## src/common/exec_defs.vh

```
// opcode encodings, field positions, status bits and reset values for the executor
`ifndef EXEC_DEFS_VH
`define EXEC_DEFS_VH

`define OPC_INVERT_F     6'h09
`define OPC_DEC_F        6'h03
`define OPC_DEC_SKIP_Z   6'h0b
`define OPC_JUMP_ABS     3'h5
`define OPC6_MSB         11
`define OPC6_LSB         6
`define OPC3_MSB         11
`define OPC3_LSB         9
`define DEST_BIT         5
`define FADDR_MSB        4
`define FADDR_LSB        0
`define LIT_MSB          8
`define LIT_LSB          0
`define STAT_PAGE_MSB    6
`define STAT_PAGE_LSB    5
`define STAT_ZERO_BIT    2
`define WREG_RESET       8'h00
`define STAT_RESET       8'h18
`define PC_RESET         11'h7ff

`endif

```

## src/rtl/cdb_exec.v

```verilog
// execute stage for invert, decrement, decrement-skip and absolute jump
`timescale 1ns/1ns
`include "exec_defs.vh"

module cdb_exec (
    // clock and reset
    input  wire        clk_sys,
    input  wire        rst_n,
    // fetched instruction
    input  wire [11:0] instr,
    input  wire        instr_valid,
    // file register read port
    input  wire [7:0]  file_rdata,
    // file register write port
    output reg  [4:0]  file_addr_q,
    output reg  [7:0]  file_wdata_q,
    output reg         file_we_q,
    // core state
    output reg  [7:0]  wreg_q,
    output reg  [7:0]  status_q,
    output reg  [10:0] program_counter_q,
    output reg         flush_q,
    output reg         busy_q
);

    // execution states
    localparam ST_RUN   = 1'b0;
    localparam ST_FLUSH = 1'b1;

    // decoded fields
    wire        is_invert;
    wire        is_dec;
    wire        is_dec_skip;
    wire        is_jump;
    wire        dest_file;
    wire [4:0]  faddr;
    wire [8:0]  literal;
    wire [7:0]  inv_bits;

    // state and next values
    reg         state_q;
    reg         state_d;
    reg  [7:0]  result;
    reg         take;
    reg         reg_op;
    reg         res_zero;
    reg         busy_d;
    reg         flush_d;
    reg  [4:0]  file_addr_d;
    reg  [7:0]  file_wdata_d;
    reg         file_we_d;
    reg  [7:0]  wreg_d;
    reg  [7:0]  status_d;
    reg  [10:0] program_counter_d;

    // true when a byte is all zeros
    function zero_byte;
        input [7:0] v;
        begin
            zero_byte = (v == 8'h00);
        end
    endfunction

    // true for the three file register opcodes
    function file_op;
        input inv;
        input dec;
        input dsk;
        begin
            file_op = inv | dec | dsk;
        end
    endfunction

    op_decode u_dec (
        .instr       (instr),
        .is_invert   (is_invert),
        .is_dec      (is_dec),
        .is_dec_skip (is_dec_skip),
        .is_jump     (is_jump),
        .dest_file   (dest_file),
        .file_addr   (faddr),
        .literal     (literal)
    );

    // bitwise inversion of the addressed file register
    genvar gi;
    generate
        for (gi = 0; gi < 8; gi = gi + 1) begin : g_inv
            assign inv_bits[gi] = ~file_rdata[gi];
        end
    endgenerate

    // operation result
    always @* begin
        take   = instr_valid && (state_q == ST_RUN);
        reg_op = file_op(is_invert, is_dec, is_dec_skip);
        result = 8'h00;
        if (is_invert) begin
            result = inv_bits;
        end else if (is_dec || is_dec_skip) begin
            result = file_rdata - 8'h01;
        end
        res_zero = zero_byte(result);
    end

    // two-cycle sequencing
    always @* begin
        state_d = ST_RUN;
        case (state_q)
            ST_RUN: begin
                if (take && (is_jump || (is_dec_skip && res_zero))) begin
                    state_d = ST_FLUSH;
                end
            end
            ST_FLUSH: begin
                state_d = ST_RUN;
            end
            default: begin
                state_d = ST_RUN;
            end
        endcase
        busy_d  = (state_d == ST_FLUSH);
        flush_d = take && (is_jump || (is_dec_skip && res_zero));
    end

    // file register write port
    always @* begin
        file_addr_d  = file_addr_q;
        file_wdata_d = file_wdata_q;
        file_we_d    = 1'b0;
        if (take && reg_op && dest_file) begin
            file_addr_d  = faddr;
            file_wdata_d = result;
            file_we_d    = 1'b1;
        end
    end

    // working register
    always @* begin
        wreg_d = wreg_q;
        if (take && reg_op && !dest_file) begin
            wreg_d = result;
        end
    end

    // zero flag, left alone by decrement-skip and jump
    always @* begin
        status_d = status_q;
        if (take && (is_invert || is_dec)) begin
            status_d[`STAT_ZERO_BIT] = res_zero;
        end
    end

    // program counter
    always @* begin
        program_counter_d = program_counter_q;
        if (take) begin
            if (is_jump) begin
                program_counter_d = {status_q[`STAT_PAGE_MSB:`STAT_PAGE_LSB],
                                     literal};
            end else begin
                program_counter_d = program_counter_q + 11'h001;
            end
        end else if ((state_q == ST_FLUSH) && instr_valid) begin
            // discarded word executes as idle_op
            program_counter_d = program_counter_q + 11'h001;
        end
    end

    always @(posedge clk_sys or negedge rst_n) begin
        if (!rst_n) begin
            state_q <= ST_RUN;
            busy_q  <= 1'b0;
            flush_q <= 1'b0;
        end else begin
            state_q <= state_d;
            busy_q  <= busy_d;
            flush_q <= flush_d;
        end
    end

    always @(posedge clk_sys or negedge rst_n) begin
        if (!rst_n) begin
            file_addr_q  <= 5'h00;
            file_wdata_q <= 8'h00;
            file_we_q    <= 1'b0;
        end else begin
            file_addr_q  <= file_addr_d;
            file_wdata_q <= file_wdata_d;
            file_we_q    <= file_we_d;
        end
    end

    always @(posedge clk_sys or negedge rst_n) begin
        if (!rst_n) begin
            wreg_q <= `WREG_RESET;
        end else begin
            wreg_q <= wreg_d;
        end
    end

    always @(posedge clk_sys or negedge rst_n) begin
        if (!rst_n) begin
            status_q <= `STAT_RESET;
        end else begin
            status_q <= status_d;
        end
    end

    always @(posedge clk_sys or negedge rst_n) begin
        if (!rst_n) begin
            program_counter_q <= `PC_RESET;
        end else begin
            program_counter_q <= program_counter_d;
        end
    end

endmodule

```

## src/rtl/op_decode.v

```verilog
// instruction word decoder for the four handled opcodes
`timescale 1ns/1ns
`include "exec_defs.vh"

module op_decode (
    // instruction word
    input  wire [11:0] instr,
    // decoded strobes and fields
    output wire        is_invert,
    output wire        is_dec,
    output wire        is_dec_skip,
    output wire        is_jump,
    output wire        dest_file,
    output wire [4:0]  file_addr,
    output wire [8:0]  literal
);

    assign is_invert   = (instr[`OPC6_MSB:`OPC6_LSB] == `OPC_INVERT_F);
    assign is_dec      = (instr[`OPC6_MSB:`OPC6_LSB] == `OPC_DEC_F);
    assign is_dec_skip = (instr[`OPC6_MSB:`OPC6_LSB] == `OPC_DEC_SKIP_Z);
    assign is_jump     = (instr[`OPC3_MSB:`OPC3_LSB] == `OPC_JUMP_ABS);
    assign dest_file   = instr[`DEST_BIT];
    assign file_addr   = instr[`FADDR_MSB:`FADDR_LSB];
    assign literal     = instr[`LIT_MSB:`LIT_LSB];

endmodule
```

## config.mk

```make
export PLATFORM = sky130hd
export DESIGN_NAME = cdb_exec
export DESIGN_NICKNAME = d
export VERILOG_FILES = /design/src/rtl/cdb_exec.v /design/src/rtl/op_decode.v
export VERILOG_INCLUDE_DIRS = /design/src /design/src/common
export SDC_FILE = /design/constraint.sdc
export NUM_CORES = 1
export LEC_CHECK = 0
export ABC_CLOCK_PERIOD_IN_PS = 2200
export BUFFER_PORTS_ARGS = -buffer_cell sky130_fd_sc_hd__buf_2
export CELL_PAD_IN_SITES_DETAIL_PLACEMENT = 1
export CELL_PAD_IN_SITES_GLOBAL_PLACEMENT = 1
export CORE_MARGIN = 2
export CORE_UTILIZATION = 38
export DETAILED_ROUTE_END_ITERATION = 10
export PLACE_DENSITY_LB_ADDON = 0.08
export SETUP_SLACK_MARGIN = 0.05
export SLEW_MARGIN = 5
export SYNTH_ARGS = -nofsm -noshare
export SYNTH_HDL_FRONTEND = slang
export SYNTH_HIERARCHICAL = 1
export SYNTH_SLANG_ARGS = --single-unit
```

## constraint.sdc

```tcl
create_clock -name clk_sys -period 2.2 [get_ports clk_sys]
set_clock_uncertainty 0.2 [all_clocks]
set_input_delay 0.44 -clock clk_sys [delete_from_list [all_inputs] [get_ports clk_sys]]
set_output_delay 0.44 -clock clk_sys [all_outputs]
set_load 0.05 [all_outputs]
```

==> results of run 1 <==
repair_timing:
action / in CTS / in global routing
buffers inserted: 0 / 0
resized for setup: 0 / 2
endpoints found under the setup margin: 0 / 2
per-stage QoR:
stage	utilization, %	hold slack [ns]
floorplan	-	-0.0556
global placement	45.1	0.257
detailed placement	45.1	0.274
CTS	47.1	0.00506
global route	47.3	0.0155
finish	47.3	-0.00973
synthesized netlist by cell type (3+ instances only):
cell type	instances	area (um^2)
nor2_1	18	67.6
a22oi_1	3	22.5
o31ai_1	3	22.5
dfstp_2	11	289
xor2_1	3	26.3
inv_1	4	15.0
a21oi_1	11	55.1
dfrtp_1	25	626
mux2_1	12	135
nand3_1	7	35.0
and3_1	3	18.8
nand2_1	17	63.8
nor3_1	3	15.0
clkbuf_1	4	15.0
buf_4	22	165
mux2_2	4	45.0
o21ai_0	10	50.1
xnor2_1	4	35.0
nand4_1	4	25.0
buf_2	3	15.0
final timing paths:
path,end,from,slack (ns),cells past startpoint
worst max-delay path,status_q[2],instr[11],0.20,8
worst max register to register,program_counter_q[10],program_counter_q[0],0.30,6
min in group clk_sys,file_addr_q[4],instr[4],0.18,2
worst min-delay path,file_addr_q[1],rst_n,-0.01,2
worst min register to register,file_addr_q[4],file_addr_q[4],0.29,1
max in group asynchronous,program_counter_q[7],rst_n,1.46,2
kinds of logic (layout without fill, tap and decap cells):
group / after synthesis / after routing / synth area share (%)
compound gates: 42 / 42 / 13.4
mux: 17 / 17 / 9.27
simple gates: 69 / 69 / 17.5
xor+xnor: 7 / 7 / 2.99
other cells: 2 / 7 / 0.366
buf+inv: 35 / 82 / 10.6
flops: 36 / 36 / 44.6
fa+ha+maj: 2 / 2 / 1.22
cell usage in the layout (no fill, tap or decap), types with 4 or more instances in the layout:
master / synthesis / layout
buf_2: 3 / 58
dfrtp_1: 25 / 25
nor2_1: 18 / 18
nand2_1: 17 / 17
mux2_1: 12 / 12
a21oi_1: 11 / 11
buf_4: 22 / 11
dfstp_2: 11 / 11
o21ai_0: 10 / 10
nand3_1: 7 / 7
conb_1: 2 / 7
clkbuf_8: 0 / 5
inv_1: 4 / 4
nand4_1: 4 / 4
xnor2_1: 4 / 4
mux2_2: 4 / 4
layout make-up:
cell class              instances  area (um^2)  share of cell area, %
inverters                       5         18.8                  0.767
multi-input cells             144          945                   38.6
repair buffers                 69          373                   15.2
well taps                      70         87.6                   3.58
clock buffers                   6         72.6                   2.97
clock inverters                 2         35.0                   1.43
flip-flops and latches         36          915                   37.4
state kept, by name, summed over array words and instances (netlist names):
register	count
file_addr_q	5
file_wdata_q	8
file_we_q	1
flush_q	1
program_counter_q	11
state_q	1
status_q	1
wreg_q	8
worst register-to-register path: cells and delay by family, from the launching register on:
| kind | cells | cell delay [ns] |
|---|---|---|
| XOR/XNOR | 1 | 0.16 |
| adder cells (fa/ha/maj) | 1 | 0.21 |
| flip-flops | 1 | 0.57 |
| AND/OR/NAND/NOR | 4 | 0.70 |
routing by layer:
metal	track usage (%)	up-vias
li1	-	812
met1	21.7	825
met2	30.7	37
met3	3.72	2
met4	5.89	0
met5	0	-
power breakdown:
group	leakage, nW	switching, mW	total, mW	internal, mW
Combinational	0.722	0.838	1.12	0.278
Sequential	0.446	0.132	1.01	0.880
Clock	0.0552	0.241	0.577	0.336
Total	1.22	1.21	2.71	1.49
==> flow_summary_export.csv, run 1 <==
group,metric,value,unit
status,status,"finished with violations",
status,violations,"negative hold slack",
logic_synthesis,syn_area_per_cell,9.77,um^2
final_layout,final_nets,286,
placement,post-place-ws,-0.146,ns
drt,route.layer.met1.wl,2240,um
clocking,clk_path_buf_depth,2,
clocking,clk_pin_slew_worst_paths,0.08,ns
grt,grt_pass1_vias,1785,
worst_hold_path,hold_class,"input pin to asynchronous set/reset pin",
grt,grt_max_degree,37,
final_layout,post-route-cell-area,2450,um^2
placement,portBuffers,58,
clocking,clockRootBuffer,"clkbuf_8",
critical_path,cp_data_required_time,2.20,ns
timing,report.final.setup_viol,0,
die,core_area,5170,um^2
logic_synthesis,ys_seq_area_share,44.6,%
drt,via_per_inst,5.05,
timing,fin_setup_tns,0,ns
timing,slew_viol_final,0,
die,die_y,77.5,um
logic_synthesis,netlist-cell-type-count,50,
placement,dp_hpwl,3810,um
logic_synthesis,synth_edf_count,0,
grt,antenna_found_initial,0,
critical_path,worst_setup_path_end_kind,"register",
clocking,ctsHtreeMaxLevel,2,
timing,fin_ws,0.196,ns
logic_synthesis,syn_area,2050,um^2
power_and_ir_drop,p_leak,1.22,nW
grt,grt_pass1_wl,8450,um
critical_path,cp_max_fo,3,
drt,antenna_left,0,
clocking,numCtsBuffers,5,
power_and_ir_drop,power,2.71,mW
timing,worst_slew_pin_slew,0.534,ns
timing,slew_headroom,64.3,%
logic_synthesis,ys_async_sr_fraction,100,%
grt,grt-ovfl-total,0,
timing,hold_viol_final,14,
die,io_pins,66,
drt,num_vias,1676,
timing,finalCritPeriodShare,91.1,%
clocking,clk-insertion-delay-late,0.29,ns
drt,routed-wl-met3,207,um
timing,rsz0062_at_grt,"true",
timing,hold_ws,-0.00973,ns
critical_path,crit_family,"simple AND/OR/NAND/NOR gates",
critical_path,cp_slowest_stage_delay,0.28,ns
die,die_area,6000,um^2
critical_path,cp_cell_sequence,"buf_2, nor3_2, and4_1, or2_1, a31oi_1, a2bb2oi_1, nand4_1, o31ai_2",
job,max_cap_violations,0,
die,rows,26,
final_layout,drive_gt1_share,37.4,%
logic_synthesis,yosys_warnings,6,
critical_path,slowest_stage,"or2_1",
final_layout,area_delta_synth_final,19.3,%
logic_synthesis,synth_ff_type,"dfrtp_1",
drt,top_layer_used,"met4",
die,initial_core_util,39.6,%
clocking,cts_tree,"yes",
drt,wl,4980,um
power_and_ir_drop,power.density,1110,nW/um^2
drt,wl_per_cell,15.0,um
placement,placed_cell_area,2330,um^2
critical_path,start_kind,"input pin",
placement,place.gp.congestion,0.774,
timing,finalCriticalPeriod,2.00,ns
drt,drc,0,
final_layout,num-fill-cells,639,
critical_path,critPathKind,"input pin to register",
final_layout,fin_cells,332,
drt,drtPass1Iterations,4,
final_layout,n_antenna_cell,0,
clocking,cts_hold_buf,0,
placement,post-place-cells,324,
power_and_ir_drop,peakVddDrop,538,uV
grt,gr-usage-all-layers,17.7,%
timing,fmax,0.499,GHz
critical_path,critPathArrivalTime,2.00,ns
logic_synthesis,synth-seq-cells,36,
die,die_x,77.5,um
critical_path,path_buf_inv,1,
logic_synthesis,netlist_instances,210,
drt,routed-wl-met2,2510,um
clocking,cts_sinks,36,
drt,drt_iter0_markers,41,
No activity file was read; power rests on OpenSTA's default activity.
==> run 2, diff against run 1 <==
BUFFER_PORTS_ARGS = -buffer_cell sky130_fd_sc_hd__buf_4   (was -buffer_cell sky130_fd_sc_hd__buf_2)
CTS_CLUSTER_SIZE = 10   (was unset)
SLEW_MARGIN = unset   (was 5)
==> flow_summary_export.csv, run 2 (synthesis results as in run 1) <==
group,metric,value,unit
status,status,"finished clean",
final_layout,fin_cells,332,
final_layout,area_delta_synth_final,27.4,%
die,die_x,77.5,um
placement,placed_cell_area,2480,um^2
drt,drtPass1Iterations,4,
critical_path,worst_setup_path_end_kind,"register",
die,die_area,6000,um^2
final_layout,drive_gt1_share,37.8,%
critical_path,cp_data_required_time,2.19,ns
timing,fin_ws,0.153,ns
final_layout,n_antenna_cell,0,
grt,grt_pass1_vias,1784,
grt,antenna_found_initial,0,
placement,dp_hpwl,3830,um
clocking,clockRootBuffer,"clkbuf_8",
drt,antenna_left,0,
power_and_ir_drop,peakVddDrop,578,uV
drt,wl_per_cell,15.4,um
die,rows,26,
timing,hold_ws,0.169,ns
critical_path,critPathArrivalTime,2.04,ns
clocking,numCtsBuffers,5,
final_layout,final_core_util,50.5,%
clocking,clk_pin_slew_worst_paths,0.08,ns
clocking,cts_setup_buffers,0,
critical_path,slowest_stage,"and4b_2",
job,max_cap_violations,0,
power_and_ir_drop,power,2.84,mW
critical_path,critPathKind,"input pin to register",
timing,hold_viol_final,0,
final_layout,layout_common_cells,"67 x buf_4, 25 x dfrtp_1, 18 x nor2_1",
drt,num_vias,1660,
drt,drt_iter0_markers,24,
timing,report.final.setup_viol,0,
clocking,cts_sinks,36,
timing,fmax,0.488,GHz
placement,post-place-ws,-0.164,ns
grt,grt_max_degree,37,
grt,grt-ovfl-total,0,
timing,rsz0062_at_grt,"true",
grt,grt_pass1_wl,8730,um
die,io_pins,66,
grt,gr-usage-all-layers,18.2,%
worst_hold_path,hold_class,"input pin to register",
timing,fin_setup_tns,0,ns
critical_path,start_kind,"input pin",
placement,post-place-cells,323,
clocking,clk-insertion-delay-late,0.29,ns
timing,finalCriticalPeriod,2.05,ns
placement,portBuffers,58,
final_layout,largest_register_ff_count,11,
final_layout,regMostFlops,"program_counter_q",
timing,finalCritPeriodShare,93.1,%
critical_path,cp_slowest_stage_delay,0.31,ns
die,initial_core_util,39.6,%
clocking,cts_tree,"yes",
die,core_area,5170,um^2
clocking,ctsHtreeMaxLevel,2,
power_and_ir_drop,power.density,1090,nW/um^2
final_layout,final_nets,286,
drt,via_per_inst,5.00,
drt,drc,0,
power_and_ir_drop,p_leak,1.26,nW
final_layout,reg_top3,"program_counter_q x11, file_wdata_q x8, wreg_q x8",
clocking,clk_path_buf_depth,2,
critical_path,cp_cell_sequence,"buf_4, nor3_2, and4b_2, and3b_1, a2bb2oi_1, nand4_1, o31ai_1",
critical_path,cp_max_fo,5,
placement,place.gp.congestion,0.798,
final_layout,post-route-cell-area,2610,um^2
drt,wl,5130,um
timing,slew_viol_final,0,
final_layout,final_common_cell,"buf_4",
die,die_y,77.5,um
## run 2: power breakdown
group	total [mW]	switching, mW	leakage (nW)	internal (mW)
Sequential	1.03	0.146	0.446	0.880
Clock	0.592	0.256	0.0541	0.335
Combinational	1.22	0.841	0.761	0.384
## run 2: critical path, delay by kind of cell
| kind | cells | cell delay [ns] |
|---|---|---|
| AOI/OAI and AO/OA | 2 | 0.55 |
| buffers and inverters | 1 | 0.12 |
| and+or+nand+nor | 4 | 0.93 |
## run 2: worst paths after layout
path | start | cells past startpoint | slack (ns) | endpoint
setup / recovery | instr[10] | 7 | 0.15 | status_q[2]
hold / removal | instr[0] | 2 | 0.17 | file_addr_q[0]
setup reg to reg | program_counter_q[0] | 6 | 0.29 | program_counter_q[10]
hold reg to reg | file_wdata_q[0] | 2 | 0.29 | file_wdata_q[0]
max in group asynchronous | rst_n | 2 | 1.01 | program_counter_q[2]
min in group asynchronous | rst_n | 2 | 0.45 | file_addr_q[1]
## run 2: timing repair
| item | 4_1_cts | 5_1_grt |
|---|---|---|
| hold endpoints to repair | 25 | 0 |
| hold buffers | 1 | 0 |
| gates resized for setup | 0 | 3 |
| setup endpoints to repair | 0 | 4 |
## run 2: layout make-up
cell class / count / area [um^2]
Fill cell: 589 / 2560
Clock inverter: 3 / 42.5
Tap cell: 70 / 87.6
Multi-Input combinational cell: 144 / 947
Inverter: 5 / 18.8
Timing Repair Buffer: 69 / 533
Sequential cell: 36 / 915
Clock buffer: 5 / 68.8
## run 2: routing by layer
metal | vias to the layer above | routed length [um] | GRT usage, %
met5 | - | 0 | 0
met3 | 4 | 207 | 4.07
met2 | 37 | 2670 | 32.0
li1 | 818 | - | -
met1 | 801 | 2220 | 22.8
met4 | 0 | 34 | 4.29
